===== config.mk =====
export PLATFORM = sky130hd
export DESIGN_NAME = fcpm_top
export DESIGN_NICKNAME = d
export VERILOG_FILES = /design/src/shared/fcpm_pkg.sv /design/src/design/fcpm_top.sv /design/src/design/fcpm_divider.sv /design/src/design/fcpm_fifth.sv
export VERILOG_INCLUDE_DIRS = /design/src /design/src/shared
export SDC_FILE = /design/constraint.sdc
export NUM_CORES = 1
export LEC_CHECK = 0
export BUFFER_PORTS_ARGS = -buffer_cell sky130_fd_sc_hd__buf_2
export CORE_UTILIZATION = 63
export CTS_CLUSTER_SIZE = 40
export DETAILED_ROUTE_END_ITERATION = 10
export PLACE_DENSITY = 0.81
export SLEW_MARGIN = 20
export SYNTH_ARGS = -nofsm -noshare
export SYNTH_HDL_FRONTEND = slang
export SYNTH_SLANG_ARGS = --single-unit

===== constraint.sdc =====
create_clock -name ref_clk_in -period 3.2 [get_ports ref_clk_in]
set_input_delay 0.48 -clock ref_clk_in [delete_from_list [all_inputs] [get_ports ref_clk_in]]
set_output_delay 0.48 -clock ref_clk_in [all_outputs]
set_load 0.02 [all_outputs]

===== src/shared/fcpm_cfg.svh =====
/*
 * Offsets, field positions, reset values and divider constants of the
 * five-channel pulse modulator.
 * Assumes it is included by bare name wherever these macros are needed.
 */
`ifndef FCPM_CFG_SVH
`define FCPM_CFG_SVH

// Special function register addresses
`define FCPM_ADDR_CONTROL       8'hA1
`define FCPM_ADDR_DUTY0         8'hA2
`define FCPM_ADDR_DUTY1         8'hA3
`define FCPM_ADDR_DUTY2         8'hA4
`define FCPM_ADDR_DUTY3         8'hA5
`define FCPM_ADDR_FIFTH_PERIOD  8'hAA
`define FCPM_ADDR_FIFTH_WIDTH   8'hAB
`define FCPM_ADDR_GROUP_DIV_LO  8'hB1
`define FCPM_ADDR_GROUP_DIV_HI  8'hB2
`define FCPM_ADDR_FIFTH_DIV_LO  8'hB3
`define FCPM_ADDR_FIFTH_DIV_HI  8'hB4

// Control register field positions
`define FCPM_BIT_GROUP_POL      7
`define FCPM_BIT_FIFTH_POL      6
`define FCPM_BIT_ENABLE         5
`define FCPM_BIT_FIFTH_DRIVE    4
`define FCPM_BIT_GROUP_DRV_HI   3
`define FCPM_BIT_GROUP_DRV_LO   0

// Reset value of every register
`define FCPM_RESET_BYTE         8'h00
`define FCPM_RESET_DIV          16'h0000

// Counter limits
`define FCPM_COUNT_ZERO         8'h00
`define FCPM_COUNT_TOP          8'hFF
`define FCPM_COUNT_ONE          8'h01
`define FCPM_DIV_ONE            16'h0001

`endif


===== src/shared/fcpm_pkg.sv =====
/*
 * Types shared by the five-channel pulse modulator modules.
 * Assumes nothing beyond a SystemVerilog compiler.
 */
package fcpm_pkg;

    typedef logic [7:0]  fcpm_byte_t;
    typedef logic [15:0] fcpm_div_t;

    // Run state of the fifth channel
    typedef enum logic {
        FCPM_IDLE,
        FCPM_RUN
    } fcpm_run_t;

endpackage


===== src/design/fcpm_top.sv =====
/*
 * Five-channel pulse modulator: special function registers, group
 * counter with four duty compares, fifth channel and pin drivers.
 * Assumes the register strobes come from the core on the same clock
 * and that the board resolves each pin from its output and enable.
 */
`timescale 1ns/1ps
`include "fcpm_cfg.svh"

// Contract
// RQ1 - Group counter wraps modulo 256
// RQ2 - Duty above counter drives high
// RQ3 - Duty at or below counter drives low
// RQ4 - Duty 00 constant high, FF constant low
// RQ5 - One polarity bit for whole group
// RQ6 - Set polarity bit inverts its outputs
// RQ7 - Group clock is sysclk/2/(divider+1)
// RQ8 - Group divider lives at B1h, B2h
// RQ9 - Global enable bit starts and stops
// RQ10 - Group drive bits: open-drain or push-pull
// RQ11 - Fifth drive bit: open-drain or push-pull
// RQ12 - Fifth channel has its own polarity
// RQ13 - Fifth clock is sysclk/2/(divider+1)
// RQ14 - Fifth divider at B3h, B4h; zero halves
// RQ15 - Fifth counter compares working registers
// RQ16 - Enabling loads working compare registers
// RQ17 - Fifth goes low at width
// RQ18 - At period clear counter, go high
// RQ19 - Software keeps period nonzero, above width
// RQ20 - Fifth updates take effect at period end
module fcpm_top
    import fcpm_pkg::*;
(
    input  wire logic       ref_clk_in,
    input  wire logic       nrst_in,
    input  wire fcpm_byte_t sfr_addr_in,
    input  wire fcpm_byte_t sfr_wdata_in,
    input  wire logic       sfr_wr_in,
    input  wire logic       sfr_rd_in,
    output fcpm_byte_t      sfr_rdata_out,
    output logic [3:0]      group_pin_out,
    output logic [3:0]      group_pin_oe_out,
    output logic            fifth_pin_out,
    output logic            fifth_pin_oe_out
);

    // Register file
    fcpm_byte_t modulator_control_q;
    fcpm_byte_t duty_q [4];
    fcpm_byte_t fifth_channel_period_q;
    fcpm_byte_t fifth_channel_pulse_width_q;
    fcpm_div_t  group_divider_q;
    fcpm_div_t  fifth_channel_divider_q;
    fcpm_byte_t rdata_d;

    // Control fields
    logic       group_polarity_select;
    logic       fifth_polarity_select;
    logic       modulator_global_enable;
    logic       fifth_drive_type;
    logic [3:0] group_drive_type;

    // Counters and levels
    fcpm_byte_t group_cnt_q;
    logic       group_tick;
    logic       fifth_tick;
    logic       fifth_running;
    logic       fifth_level;
    fcpm_div_t  fifth_divisor_work;
    logic [3:0] group_raw;
    logic [3:0] group_level;

    // RQ5 group polarity field
    assign group_polarity_select   = modulator_control_q[`FCPM_BIT_GROUP_POL];
    // RQ12 own fifth polarity
    assign fifth_polarity_select   = modulator_control_q[`FCPM_BIT_FIFTH_POL];
    assign modulator_global_enable = modulator_control_q[`FCPM_BIT_ENABLE];
    assign fifth_drive_type        = modulator_control_q[`FCPM_BIT_FIFTH_DRIVE];
    assign group_drive_type =
        modulator_control_q[`FCPM_BIT_GROUP_DRV_HI:`FCPM_BIT_GROUP_DRV_LO];

    // Unpolarised group level; the two end values are pinned explicitly
    function automatic logic fcpm_group_level(input fcpm_byte_t duty,
                                              input fcpm_byte_t cnt);
        if (duty == `FCPM_COUNT_ZERO)
            return 1'b1;
        else if (duty == `FCPM_COUNT_TOP)
            return 1'b0;
        else
            return duty > cnt;
    endfunction

    // Pin drive {out, oe}; open-drain only ever pulls low
    function automatic logic [1:0] fcpm_drive(input logic lvl,
                                              input logic push_pull);
        if (push_pull)
            return {lvl, 1'b1};
        else
            return {1'b0, ~lvl};
    endfunction

    // Register writes; the core owns every byte, nothing is hardware-set
    always_ff @(posedge ref_clk_in or negedge nrst_in)
    begin
        if (!nrst_in)
        begin
            modulator_control_q         <= `FCPM_RESET_BYTE;
            duty_q[0]                   <= `FCPM_RESET_BYTE;
            duty_q[1]                   <= `FCPM_RESET_BYTE;
            duty_q[2]                   <= `FCPM_RESET_BYTE;
            duty_q[3]                   <= `FCPM_RESET_BYTE;
            fifth_channel_period_q      <= `FCPM_RESET_BYTE;
            fifth_channel_pulse_width_q <= `FCPM_RESET_BYTE;
            group_divider_q             <= `FCPM_RESET_DIV;
            fifth_channel_divider_q     <= `FCPM_RESET_DIV;
        end
        else if (sfr_wr_in)
        begin
            case (sfr_addr_in)
                `FCPM_ADDR_CONTROL:
                    modulator_control_q <= sfr_wdata_in;
                `FCPM_ADDR_DUTY0:
                    duty_q[0] <= sfr_wdata_in;
                `FCPM_ADDR_DUTY1:
                    duty_q[1] <= sfr_wdata_in;
                `FCPM_ADDR_DUTY2:
                    duty_q[2] <= sfr_wdata_in;
                `FCPM_ADDR_DUTY3:
                    duty_q[3] <= sfr_wdata_in;
                // RQ20 writes accepted while running
                `FCPM_ADDR_FIFTH_PERIOD:
                    fifth_channel_period_q <= sfr_wdata_in;
                `FCPM_ADDR_FIFTH_WIDTH:
                    fifth_channel_pulse_width_q <= sfr_wdata_in;
                // RQ8 group divider bytes
                `FCPM_ADDR_GROUP_DIV_LO:
                    group_divider_q[7:0] <= sfr_wdata_in;
                `FCPM_ADDR_GROUP_DIV_HI:
                    group_divider_q[15:8] <= sfr_wdata_in;
                // RQ14 fifth divider bytes
                `FCPM_ADDR_FIFTH_DIV_LO:
                    fifth_channel_divider_q[7:0] <= sfr_wdata_in;
                `FCPM_ADDR_FIFTH_DIV_HI:
                    fifth_channel_divider_q[15:8] <= sfr_wdata_in;
                default:
                    ; // Unmapped writes are dropped
            endcase
        end
    end

    // Read decode; unmapped addresses answer zero
    always_comb
    begin
        rdata_d = `FCPM_RESET_BYTE;
        case (sfr_addr_in)
            `FCPM_ADDR_CONTROL:      rdata_d = modulator_control_q;
            `FCPM_ADDR_DUTY0:        rdata_d = duty_q[0];
            `FCPM_ADDR_DUTY1:        rdata_d = duty_q[1];
            `FCPM_ADDR_DUTY2:        rdata_d = duty_q[2];
            `FCPM_ADDR_DUTY3:        rdata_d = duty_q[3];
            `FCPM_ADDR_FIFTH_PERIOD: rdata_d = fifth_channel_period_q;
            `FCPM_ADDR_FIFTH_WIDTH:  rdata_d = fifth_channel_pulse_width_q;
            `FCPM_ADDR_GROUP_DIV_LO: rdata_d = group_divider_q[7:0];
            `FCPM_ADDR_GROUP_DIV_HI: rdata_d = group_divider_q[15:8];
            `FCPM_ADDR_FIFTH_DIV_LO: rdata_d = fifth_channel_divider_q[7:0];
            `FCPM_ADDR_FIFTH_DIV_HI: rdata_d = fifth_channel_divider_q[15:8];
            default:                 rdata_d = `FCPM_RESET_BYTE;
        endcase
    end

    // Read data registered; it holds between reads
    always_ff @(posedge ref_clk_in or negedge nrst_in)
    begin
        if (!nrst_in)
            sfr_rdata_out <= `FCPM_RESET_BYTE;
        else if (sfr_rd_in)
            sfr_rdata_out <= rdata_d;
    end

    // RQ7 group prescaler
    fcpm_divider u_group_div (
        .ref_clk_in (ref_clk_in),
        .nrst_in    (nrst_in),
        .run_in     (modulator_global_enable),
        .divisor_in (group_divider_q),
        .tick_out   (group_tick)
    );

    // RQ13 fifth prescaler, fed the working divisor so it changes per period
    fcpm_divider u_fifth_div (
        .ref_clk_in (ref_clk_in),
        .nrst_in    (nrst_in),
        .run_in     (fifth_running),
        .divisor_in (fifth_divisor_work),
        .tick_out   (fifth_tick)
    );

    // Fifth channel counter and compares
    fcpm_fifth u_fifth (
        .ref_clk_in       (ref_clk_in),
        .nrst_in          (nrst_in),
        .enable_in        (modulator_global_enable),
        .tick_in          (fifth_tick),
        .period_in        (fifth_channel_period_q),
        .width_in         (fifth_channel_pulse_width_q),
        .divisor_in       (fifth_channel_divider_q),
        .running_out      (fifth_running),
        .level_out        (fifth_level),
        .divisor_work_out (fifth_divisor_work)
    );

    // Group counter; restarts from zero each time the block is enabled
    always_ff @(posedge ref_clk_in or negedge nrst_in)
    begin
        if (!nrst_in)
            group_cnt_q <= `FCPM_COUNT_ZERO;
        else if (!modulator_global_enable)
            group_cnt_q <= `FCPM_COUNT_ZERO;
        // RQ1 natural 8-bit wrap
        else if (group_tick)
            group_cnt_q <= group_cnt_q + `FCPM_COUNT_ONE;
    end

    // Group compares and polarity
    always_comb
    begin
        for (int i = 0; i < 4; i++)
        begin
            // RQ2 RQ3 RQ4 duty compare
            group_raw[i]   = fcpm_group_level(duty_q[i], group_cnt_q);
            // RQ6 polarity inversion
            group_level[i] = group_raw[i] ^ group_polarity_select;
        end
    end

    // Pin drivers; disabled pins are released rather than driven
    always_ff @(posedge ref_clk_in or negedge nrst_in)
    begin
        if (!nrst_in)
        begin
            group_pin_out    <= 4'h0;
            group_pin_oe_out <= 4'h0;
            fifth_pin_out    <= 1'b0;
            fifth_pin_oe_out <= 1'b0;
        end
        // RQ9 global enable gate
        else if (!modulator_global_enable)
        begin
            group_pin_out    <= 4'h0;
            group_pin_oe_out <= 4'h0;
            fifth_pin_out    <= 1'b0;
            fifth_pin_oe_out <= 1'b0;
        end
        else
        begin
            for (int i = 0; i < 4; i++)
            begin
                // RQ10 group drive type
                {group_pin_out[i], group_pin_oe_out[i]} <=
                    fcpm_drive(group_level[i], group_drive_type[i]);
            end
            // RQ11 fifth drive type
            {fifth_pin_out, fifth_pin_oe_out} <=
                fcpm_drive(fifth_level ^ fifth_polarity_select,
                           fifth_drive_type);
        end
    end
endmodule


===== src/design/fcpm_divider.sv =====
/*
 * Prescaler: fixed divide by two, then divide by divisor plus one.
 * Assumes run_in and divisor_in come from logic on the same clock.
 */
`timescale 1ns/1ps
`include "fcpm_cfg.svh"

module fcpm_divider
    import fcpm_pkg::*;
(
    input  wire logic      ref_clk_in,
    input  wire logic      nrst_in,
    input  wire logic      run_in,
    input  wire fcpm_div_t divisor_in,
    output logic           tick_out
);

    logic      half_q;
    fcpm_div_t cnt_q;

    // One tick every 2 * (divisor + 1) cycles; >= copes with a shrunk value
    assign tick_out = run_in && half_q && (cnt_q >= divisor_in);

    // Half-rate phase and divisor count, both cleared while stopped
    always_ff @(posedge ref_clk_in or negedge nrst_in)
    begin
        if (!nrst_in)
        begin
            half_q <= 1'b0;
            cnt_q  <= `FCPM_RESET_DIV;
        end
        else if (!run_in)
        begin
            half_q <= 1'b0;
            cnt_q  <= `FCPM_RESET_DIV;
        end
        else
        begin
            half_q <= ~half_q;
            if (half_q)
                cnt_q <= (cnt_q >= divisor_in) ? `FCPM_RESET_DIV
                                               : cnt_q + `FCPM_DIV_ONE;
        end
    end

endmodule


===== src/design/fcpm_fifth.sv =====
/*
 * Fifth channel: working compare registers, period counter and level.
 * Assumes tick_in comes from the divider fed by divisor_work_out.
 */
`timescale 1ns/1ps
`include "fcpm_cfg.svh"

module fcpm_fifth
    import fcpm_pkg::*;
(
    input  wire logic       ref_clk_in,
    input  wire logic       nrst_in,
    input  wire logic       enable_in,
    input  wire logic       tick_in,
    input  wire fcpm_byte_t period_in,
    input  wire fcpm_byte_t width_in,
    input  wire fcpm_div_t  divisor_in,
    output logic            running_out,
    output logic            level_out,
    output fcpm_div_t       divisor_work_out
);

    fcpm_run_t  state_q;
    fcpm_byte_t cnt_q;
    fcpm_byte_t period_w_q;
    fcpm_byte_t width_w_q;
    logic       period_end;

    // RQ19 period assumed nonzero
    assign period_end  = tick_in && (cnt_q == period_w_q);
    assign running_out = (state_q == FCPM_RUN);
    // RQ17 low from width on
    assign level_out   = running_out && (cnt_q < width_w_q);

    // Load on enable, reload at period end, count on every tick
    always_ff @(posedge ref_clk_in or negedge nrst_in)
    begin
        if (!nrst_in)
        begin
            state_q          <= FCPM_IDLE;
            cnt_q            <= `FCPM_COUNT_ZERO;
            period_w_q       <= `FCPM_RESET_BYTE;
            width_w_q        <= `FCPM_RESET_BYTE;
            divisor_work_out <= `FCPM_RESET_DIV;
        end
        else
        begin
            case (state_q)
                FCPM_IDLE:
                begin
                    cnt_q <= `FCPM_COUNT_ZERO;
                    if (enable_in)
                    begin
                        // RQ16 load before compare
                        period_w_q       <= period_in;
                        width_w_q        <= width_in;
                        divisor_work_out <= divisor_in;
                        state_q          <= FCPM_RUN;
                    end
                end
                FCPM_RUN:
                begin
                    if (!enable_in)
                        state_q <= FCPM_IDLE;
                    else if (period_end)
                    begin
                        // RQ18 clear at period
                        cnt_q            <= `FCPM_COUNT_ZERO;
                        // RQ20 reload at end
                        period_w_q       <= period_in;
                        width_w_q        <= width_in;
                        divisor_work_out <= divisor_in;
                    end
                    // RQ15 period counter, restarted at period end
                    else if (tick_in)
                        cnt_q <= cnt_q + `FCPM_COUNT_ONE;
                end
                default:
                    state_q <= FCPM_IDLE;
            endcase
        end
    end
endmodule


# == Word-level counts from Yosys, hierarchy flattened ==
# Index checks and enable logic that the tools add are counted.
# totals
regBits,189
inputBits,20
out_inout_bits,18
wordCells,141
# classes
n_addsub,4
bitwise_logic,13
n_lt_le_gt_ge,7
n_eq_ne,23
reduce_logical,23
n_mux,45
# ops
cell,n
$mux 16,9
$eq 8x8->1 const B,15
$mux 8,11
$pmux 8 s11,1
$pmux 8 s2,3
$add 16x1->16 const B,2
$ge 16x16->1,2
$gt 8x8->1,4
$logic_not 8->1,4
$pmux 16 s2,1
$reduce_and 2->1,12
$add 8x1->8 const B,2
$mux 1,13
$mux 2,5
$eq 8x8->1,1
$lt 8x8->1,1
$mux 4,2
$ne 2x2->1 const B,4
$not 1->1,8
$logic_and 1x1->1,6
$xor 1x1->1,5
$ne 2x1->1 const B,2
$ne 3x2->1 const B,1
$reduce_and 3->1,1

# == Longest topological paths before layout ==
# Gate-level depths: netlist (run 1).
# depth
word_depth,7
depth_mapped,10
depth_no_buf,8

# == Cells and area by module ==
# Synthesis (run 1) repeated with hierarchy kept, for this count alone.
# unflattened
cells_unflattened,1049
area_unflattened_um2,11476.0
# modules_own_cells
mod,instances,area_each_um2,cells_per_inst
fcpm_top,1,6632.6,583
fcpm_divider,2,1383.8,157
fcpm_fifth,1,2075.7,152

# == Least setup slack after synthesis (run 1) ==
# OpenSTA, ideal clock, no wires.
# synth_timing
path_kind,register to register
start,register u_fifth_div.cnt_q[5]
end,register u_fifth.width_w_q[6]
path_stages_with_launch,9
arrival_time_ns,2.195
path_slack_ns,0.878
setup_ns,0.126
period_less_slack_ns,2.322
n_path_buf,1
path_cell_list,dfrtp_1 ha_1 nand2_1 or3_4 o221ai_4 a21o_4 nand2_4 buf_6 a311o_1
# synth_between
elab_chain_cells,5
# synth_rtl
item,line,rtl
"start, declared",fcpm_divider.sv:19,fcpm_div_t cnt_q;
"start signal, assigned",fcpm_divider.sv:30,cnt_q <= `FCPM_RESET_DIV;
"start signal, assigned",fcpm_divider.sv:35,cnt_q <= `FCPM_RESET_DIV;
"start signal, assigned",fcpm_divider.sv:41,cnt_q <= (cnt_q >= divisor_in) ? `FCPM_RESET_DIV
$ge 16x16->1,fcpm_divider.sv:22,assign tick_out = run_in && half_q && (cnt_q >= divisor_in);
$logic_and 1x1->1,fcpm_divider.sv:22,
$logic_and 1x1->1,fcpm_fifth.sv:30,assign period_end = tick_in && (cnt_q == period_w_q);
$ne 2x2->1 (no source line),n/a,
$reduce_and 3->1 (no source line),n/a,
"end signal, assigned",fcpm_fifth.sv:43,width_w_q <= `FCPM_RESET_BYTE;
"end signal, assigned",fcpm_fifth.sv:56,width_w_q <= width_in;
"end signal, assigned",fcpm_fifth.sv:71,width_w_q <= width_in;
"end, declared",fcpm_fifth.sv:26,fcpm_byte_t width_w_q;
# No other way between the ends.
# A chain may end at the register's enable or synchronous reset.

# == Final worst setup path (run 1) ==
# layout_timing
start,register u_group_div.cnt_q[0]
end,register u_group_div.cnt_q[6]
# layout_between
elab_chain_cells,4
word_cells_on_any_way,5
# layout_rtl
item,line,rtl
"start, declared",fcpm_divider.sv:19,
"start signal, assigned",fcpm_divider.sv:30,
"start signal, assigned",fcpm_divider.sv:35,
"start signal, assigned",fcpm_divider.sv:41,
$add 16x1->16 (no source line) / $ge 16x16->1 (equally long branches),n/a,
$mux 16 (no source line) *,n/a,
$mux 16 *,fcpm_divider.sv:40,if (half_q)
$mux 16 *,fcpm_divider.sv:32,else if (!run_in)
# Every way passes the cells marked *; elsewhere a longest branch is shown, timed or not. The select of a mux whose other input is x is not followed.

==> results of run 1 <==
[registers in the layout, summed over array words and instances, names as in the netlist, 4 cells and up]
register,flops
modulator_control_q,8
fifth_channel_divider_q,16
group_cnt_q,8
u_fifth.divisor_work_out,16
group_pin_oe_out,4
group_divider_q,16
fifth_channel_period_q,8
sfr_rdata_out,8
u_group_div.cnt_q,16
u_fifth.width_w_q,8
u_fifth_div.cnt_q,16
u_fifth.cnt_q,8
u_fifth.period_w_q,8
fifth_channel_pulse_width_q,8
group_pin_out,4
duty_q,32
[cells by family (layout without fill, tap and decap cells)]
group / count (synthesis) / after routing / share of synthesized area
multiplexers: 111 / 111 / 0.1075
XOR/XNOR: 12 / 12 / 0.009207
flip-flops: 189 / 189 / 0.4143
buffers and inverters: 119 / 145 / 0.04670
AO/OA/AOI/OAI: 293 / 293 / 0.1869
adder cells (fa/ha/maj): 75 / 75 / 0.08221
AND/OR/NAND/NOR: 334 / 334 / 0.1531
[metrics by stage]
step	utilization	instances	hold slack, ps
floorplan	-	1133	184.4
global placement	0.6705	1352	497.9
detailed placement	0.6705	1352	498.3
CTS	0.7033	1384	117.8
global route	0.7033	1384	135.3
finish	0.7033	1384	96.74
[synthesized netlist by cell type (3+ instances only)]
cell type,number
or2b_1,7
o21a_1,15
o31ai_1,3
ha_1,75
and3_1,14
nor2_1,50
or3_1,14
a311o_1,12
clkbuf_1,35
o21ba_2,4
o211ai_1,31
inv_1,58
or2_2,4
a41oi_1,5
and2_1,5
mux2_2,90
a311o_2,8
a21oi_1,69
buf_2,11
nor2b_1,11
o311ai_0,6
mux2_1,3
o22ai_1,23
nand3_1,34
nand2b_1,6
a22o_1,11
nor3_1,33
mux2i_1,18
a221oi_1,6
nand2_1,89
or4_1,4
o31a_1,4
nor4_1,12
a22oi_1,20
a21o_1,9
dfrtp_1,189
buf_6,7
o21ai_0,28
a31oi_1,14
xnor2_1,12
nand4_1,33
[worst max path at each step]
stage	startpoint	endpoint	slack, ps	depth (start not counted)
global placement	u_group_div.cnt_q[0]	u_group_div.cnt_q[7]	460	8
detailed placement	u_group_div.cnt_q[0]	u_group_div.cnt_q[6]	380	8
finish	u_group_div.cnt_q[0]	u_group_div.cnt_q[6]	340	8
global route	u_group_div.cnt_q[0]	u_group_div.cnt_q[4]	120	8
CTS	u_group_div.cnt_q[0]	u_group_div.cnt_q[6]	340	8
floorplan	u_fifth_div.cnt_q[5]	u_fifth.width_w_q[6]	880	8
[where the power goes]
part / internal, mW / switching (mW)
logic: 0.377 / 0.644
clock network: 1.11 / 0.982
registers: 2.49 / 0.121
[final cells by class]
cell class | count | area [µm²] | share of cell area
Clock buffer | 18 | 439.2 | 0.03573
Clock inverter | 14 | 133.9 | 0.01089
Inverter | 60 | 225.2 | 0.01832
Multi-Input combinational cell | 825 | 6152 | 0.5006
Sequential cell | 189 | 4732 | 0.3850
Tap cell | 225 | 281.5 | 0.02291
Timing Repair Buffer | 53 | 326.6 | 0.02657
[routing by layer]
metal / up-vias / share of wire
met5: - / 0
met4: 0 / 0.034
met3: 85 / 0.069
met2: 402 / 0.49
met1: 4618 / 0.41
li1: 4270 / -
[critical path, stage by stage, from the launching register on]
cell	delay, ps
dfrtp_1	390
inv_1	70
ha_1	260
nand2b_1	150
a2111oi_2	390
o31ai_2	140
a21oi_2	530
nand3_1	370
o311ai_0	430
==> flow_summary.ini, run 1 <==
[synthesis]
ys.flop_type = dfrtp_1
synth_edf_count = 0
avgSynthCellArea_um2 = 10.07
synth-seq-cells = 189
synth-seq-area-share = 0.4143
async_flop_share = 1.000
synthesis.nets = 1228
synth_largest_area_cell = dfrtp_1
yosys.area.top_type_share = 0.4143
synth_cell_types = 81
synth-warning-count = 0
ys_top_cells_by_area = dfrtp_1 41%, mux2_2 8.9%, ha_1 8.2%, a21oi_1 3.0%, nand2_1 2.9%
synthCells = 1133
synth_area_mm2 = 0.01141

[clocking]
cts_max_level = 4
cts_made_buffers = 17
cts_sinks = 189
clock_path_buffers = 2
hold_buffers = 0
post_cts_buffers = 0
cts.clk_slew.worst_paths_ps = 70
insertion_delay_ps = 440
cts_resized = 0
cts_tree = built
cts_root_buffer = clkbuf_16

[timing]
finClkSkew_ps = 13.70
fin_ws_ps = 339.8
drv_slew = 0
min_period_ps = 2860
worst_slew_pin_slew_ps = 992.6
final-setup-viol-count = 0
finalHoldViolCount = 0
finalCritPeriodShare = 0.8938
relSlewSlack = 0.3382
fmax_ghz = 0.3496
rsz0062_at_grt = false
tns_ps = 0

[detailed_routing]
drtAntennaViolNets = 0
drtIter0Drc = 973
drc = 0
wire_per_inst_um = 21.23
first_pass_iters = 5
vias = 9375
routed_via_density = 6.774
wl_um = 29390

[placed_design]
place.gp.congestion = 0.9627
pre_cts_slack_ps = 375.6
detailed_place_hpwl_um = 20470
io_buffers = 37
postPlaceCellArea_mm2 = 0.01172

[final_layout]
nFillCells = 1281
drive_gt1_frac = 0.1872
nets = 1241
final_common_cell = dfrtp_1
final_cell_area_mm2 = 0.01229
antenna_cells = 0
area_growth_pct = 7.673
final_cell_mix = 187 x dfrtp_1, 90 x mux2_2, 89 x nand2_1

[setup_path]
cp-start-kind = flip-flop
worst_r2r_endpoint = u_group_div.cnt_q[6]
reg2reg_slack_ps = 340
cp_data_required_time_ps = 3520
endpoint_kind = flip-flop
path_max_fanout = 17
timing.rr.start = u_group_div.cnt_q[0]
arrival_ps = 3180
crit_type = flip-flop to flip-flop
rr_worst_depth = 8

[global_routing]
antenna_found_initial = 0
grt_usage = 0.3304
grt_overflow = 0
busiest_layer = met2
met3_usage = 0.06444
grt_max_degree = 83
grt_pass1_vias = 9156
grt_pass1_wl_um = 46910
grt_util_met1 = 0.4247
grt_util_met2 = 0.5434

[die]
ios = 38
core_area_mm2 = 0.01748
die-width_um = 136.6
rows = 48
dieArea_mm2 = 0.01866
floorplan.initialDensity = 0.6531
die_h_um = 136.6

[power_and_ir_drop]
powerDensity_mw_per_mm2 = 465.9
p_total_mw = 5.726
power.leakage_nw = 5.435
irDropWorstVdd_mv = 0.4459

[run_status]
status = completed

[min_path]
hp-class = input port to asynchronous set/reset pin

[job]
cap_violations = 0
No activity file was read; power rests on OpenSTA's default activity.
==> run 2: changes to the inputs <==
BUFFER_PORTS_ARGS = -buffer_cell sky130_fd_sc_hd__clkbuf_2   (was -buffer_cell sky130_fd_sc_hd__buf_2)
SYNTH_HIERARCHICAL = 1   (was unset)
==> flow_summary.ini, run 2 <==
[synthesis]
avgSynthCellArea_um2 = 10.94
synth_area_mm2 = 0.01148
synthCells = 1049
synth_largest_area_cell = dfrtp_1
synth-seq-area-share = 0.4121
async_flop_share = 1.000
synth-warning-count = 6
ys_top_cells_by_area = dfrtp_1 41%, mux2_2 8.5%, ha_1 8.2%, mux2_4 5.1%, nand2_1 2.7%
synth_most_common_cell = dfrtp_1
synth_cell_types = 91
synth_common_cells = 189 x dfrtp_1, 87 x mux2_2, 84 x nand2_1, 75 x ha_1, 66 x inv_1
synth-seq-cells = 189
synth_edf_count = 0
yosys.area.top_type_share = 0.4121
ys.flop_type = dfrtp_1
synthesis.nets = 1144

[detailed_routing]
first_pass_iters = 5
routed_via_density = 6.530
wl_um = 27570
drc = 0
vias = 8561
drtAntennaViolNets = 0
wire_per_inst_um = 21.03
drtIter0Drc = 601

[global_routing]
grt_overflow = 0
met3_usage = 0.06000
grt_max_degree = 80
grt_usage = 0.3140
busiest_layer = met2
grt_util_met1 = 0.4144
antenna_found_initial = 0
grt_pass1_vias = 8454
grt_pass1_wl_um = 44660
grt_util_met2 = 0.5020

[final_layout]
antenna_cells = 0
drive_gt1_frac = 0.2551
nets = 1168
final_common_cell = dfrtp_1
final_cell_mix = 189 x dfrtp_1, 87 x mux2_2, 83 x nand2_1
regMostFlops = duty_q
area_growth_pct = 8.079
largest_reg_flops = 32

[clocking]
post_cts_buffers = 0
cts_sinks = 189
cts_root_buffer = clkbuf_16
hold_buffers = 0
cts_max_level = 4
cts_tree = built
cts_made_buffers = 17
insertion_delay_ps = 440
clock_path_buffers = 2
cts.clk_slew.worst_paths_ps = 80

[setup_path]
cp_slowest_cell = dfrtp_1
crit_type = flip-flop to flip-flop
cp-start-kind = flip-flop
endpoint_kind = flip-flop
arrival_ps = 3380
rr_worst_depth = 10
path_max_fanout = 32
cp_data_required_time_ps = 3520
critPathMaxStageDelay_ps = 450
worstPathCellList = ha_1 > nand4_1 > nor3_1 > nor2_1 > a21oi_1 > nand2_1 > nor3_4 > o21ai_4 > buf_12 > mux2_4

[run_status]
status = complete, but fails checks
violations = negative hold slack

[timing]
rsz0062_at_grt = false
drv_slew = 0
min_period_ps = 3064
hold_ws_ps = -1.872
relSlewSlack = 0.5823
finalHoldViolCount = 2
finClkSkew_ps = 11.47
finalCritPeriodShare = 0.9576
worst_slew_pin_slew_ps = 626.6
tns_ps = 0
final-setup-viol-count = 0
fmax_ghz = 0.3264

[power_and_ir_drop]
p_int_mw = 3.915
p_comb_frac = 0.120
p_switching_mw = 1.476
switching_share = 0.2738
clock_power_share = 0.404
power_frac_seq = 0.475
irDropWorstVdd_mv = 0.5742
powerDensity_mw_per_mm2 = 434.7
power.leakage_nw = 5.762
p_total_mw = 5.392

[die]
rows = 48
dieArea_mm2 = 0.01876
floorplan.initialDensity = 0.6544
die-width_um = 137.0
die_h_um = 137.0
core_area_mm2 = 0.01754
ios = 38

[placed_design]
io_buffers = 37
detailed_place_hpwl_um = 19300
place.gp.congestion = 0.9288

[min_path]
hp-class = input port to asynchronous set/reset pin

[job]
cap_violations = 0
==> run 2: cell count changes after synthesis, moves of 15 or more <==
cell / change
clkbuf_1: -15
o211ai_1: -27
nor2_1: -17
o22ai_1: -15
mux2_4: +39
a21oi_1: -20
a22oi_1: -18
nand3_1: +27
==> run 2: per-layer routing <==
metal	up-vias	routed length, µm
met5	-	0
met4	0	977
met3	80	1595
met2	287	13080
met1	4250	11910
li1	3944	-
==> run 2: stage by stage <==
| step | cell area (µm²) | setup slack, ps | std cells | hold WS, ps | util |
|---|---|---|---|---|---|
| floorplan | 11480 | 477.8 | 1049 | 184.4 | - |
| global placement | 11790 | 314.1 | 1279 | 473.7 | 0.6725 |
| detailed placement | 11790 | 233.3 | 1279 | 479.3 | 0.6725 |
| CTS | 12390 | 184.1 | 1311 | 12.36 | 0.7068 |
| global route | 12400 | 1.943 | 1311 | 34.29 | 0.7073 |
| finish | 12400 | 135.8 | 1311 | -1.872 | 0.7073 |
==> run 2: worst max-delay path: cells and delay by family (launching register included) <==
family | cells | cell delay, ps
mux | 1 | 320
fa+ha+maj | 1 | 340
compound gates | 2 | 430
flops | 1 | 450
buf+inv | 1 | 200
simple gates | 5 | 1190
==> run 2: area by class of cell <==
type / count / area, µm²
multi-input cells: 743 / 6190
clock inverters: 15 / 175.2
repair buffers: 54 / 346.6
fillers: 1281 / 5134
clock buffers: 17 / 425.4
well taps: 225 / 281.5
flip-flops and latches: 189 / 4730
inverters: 68 / 255.2
==> run 2: kinds of logic after synthesis <==
family	Yosys count	synth area share
flops	189	0.4121
mux	145	0.1550
simple gates	332	0.1678
xor+xnor	19	0.01450
compound gates	172	0.1195
buf+inv	117	0.04928
fa+ha+maj	75	0.08177
==> run 2: worst paths after layout <==
path                                       startpoint                           end  slack, ps
worst max-delay path            u_fifth_div/cnt_q[13]  u_fifth/divisor_work_out[14]        140
worst min-delay path                          nrst_in              u_fifth/cnt_q[6]         -2
worst max register to register  u_fifth_div/cnt_q[13]  u_fifth/divisor_work_out[14]        140
worst min register to register       sfr_rdata_out[7]              sfr_rdata_out[7]        490
max in group asynchronous                     nrst_in  u_fifth/divisor_work_out[14]       2290
min in group ref_clk_in                     sfr_rd_in              sfr_rdata_out[5]        310
==> run 2: power by group through the flow <==
stage,Clock [mW],Combinational (mW),Sequential [mW]
2_1_floorplan,0,0.454,2.57
3_3_place_gp,0,0.611,2.60
6_report,2.18,0.649,2.56
4_1_cts,2.22,0.637,2.56
5_1_grt,2.30,0.710,2.57
3_5_place_dp,0,0.630,2.60
==> run 2: timing repair <==
action / 4_1_cts / 5_1_grt
gates resized for setup: 0 / 2
hold endpoints to repair: 0 / 0
setup endpoints to repair: 0 / 2
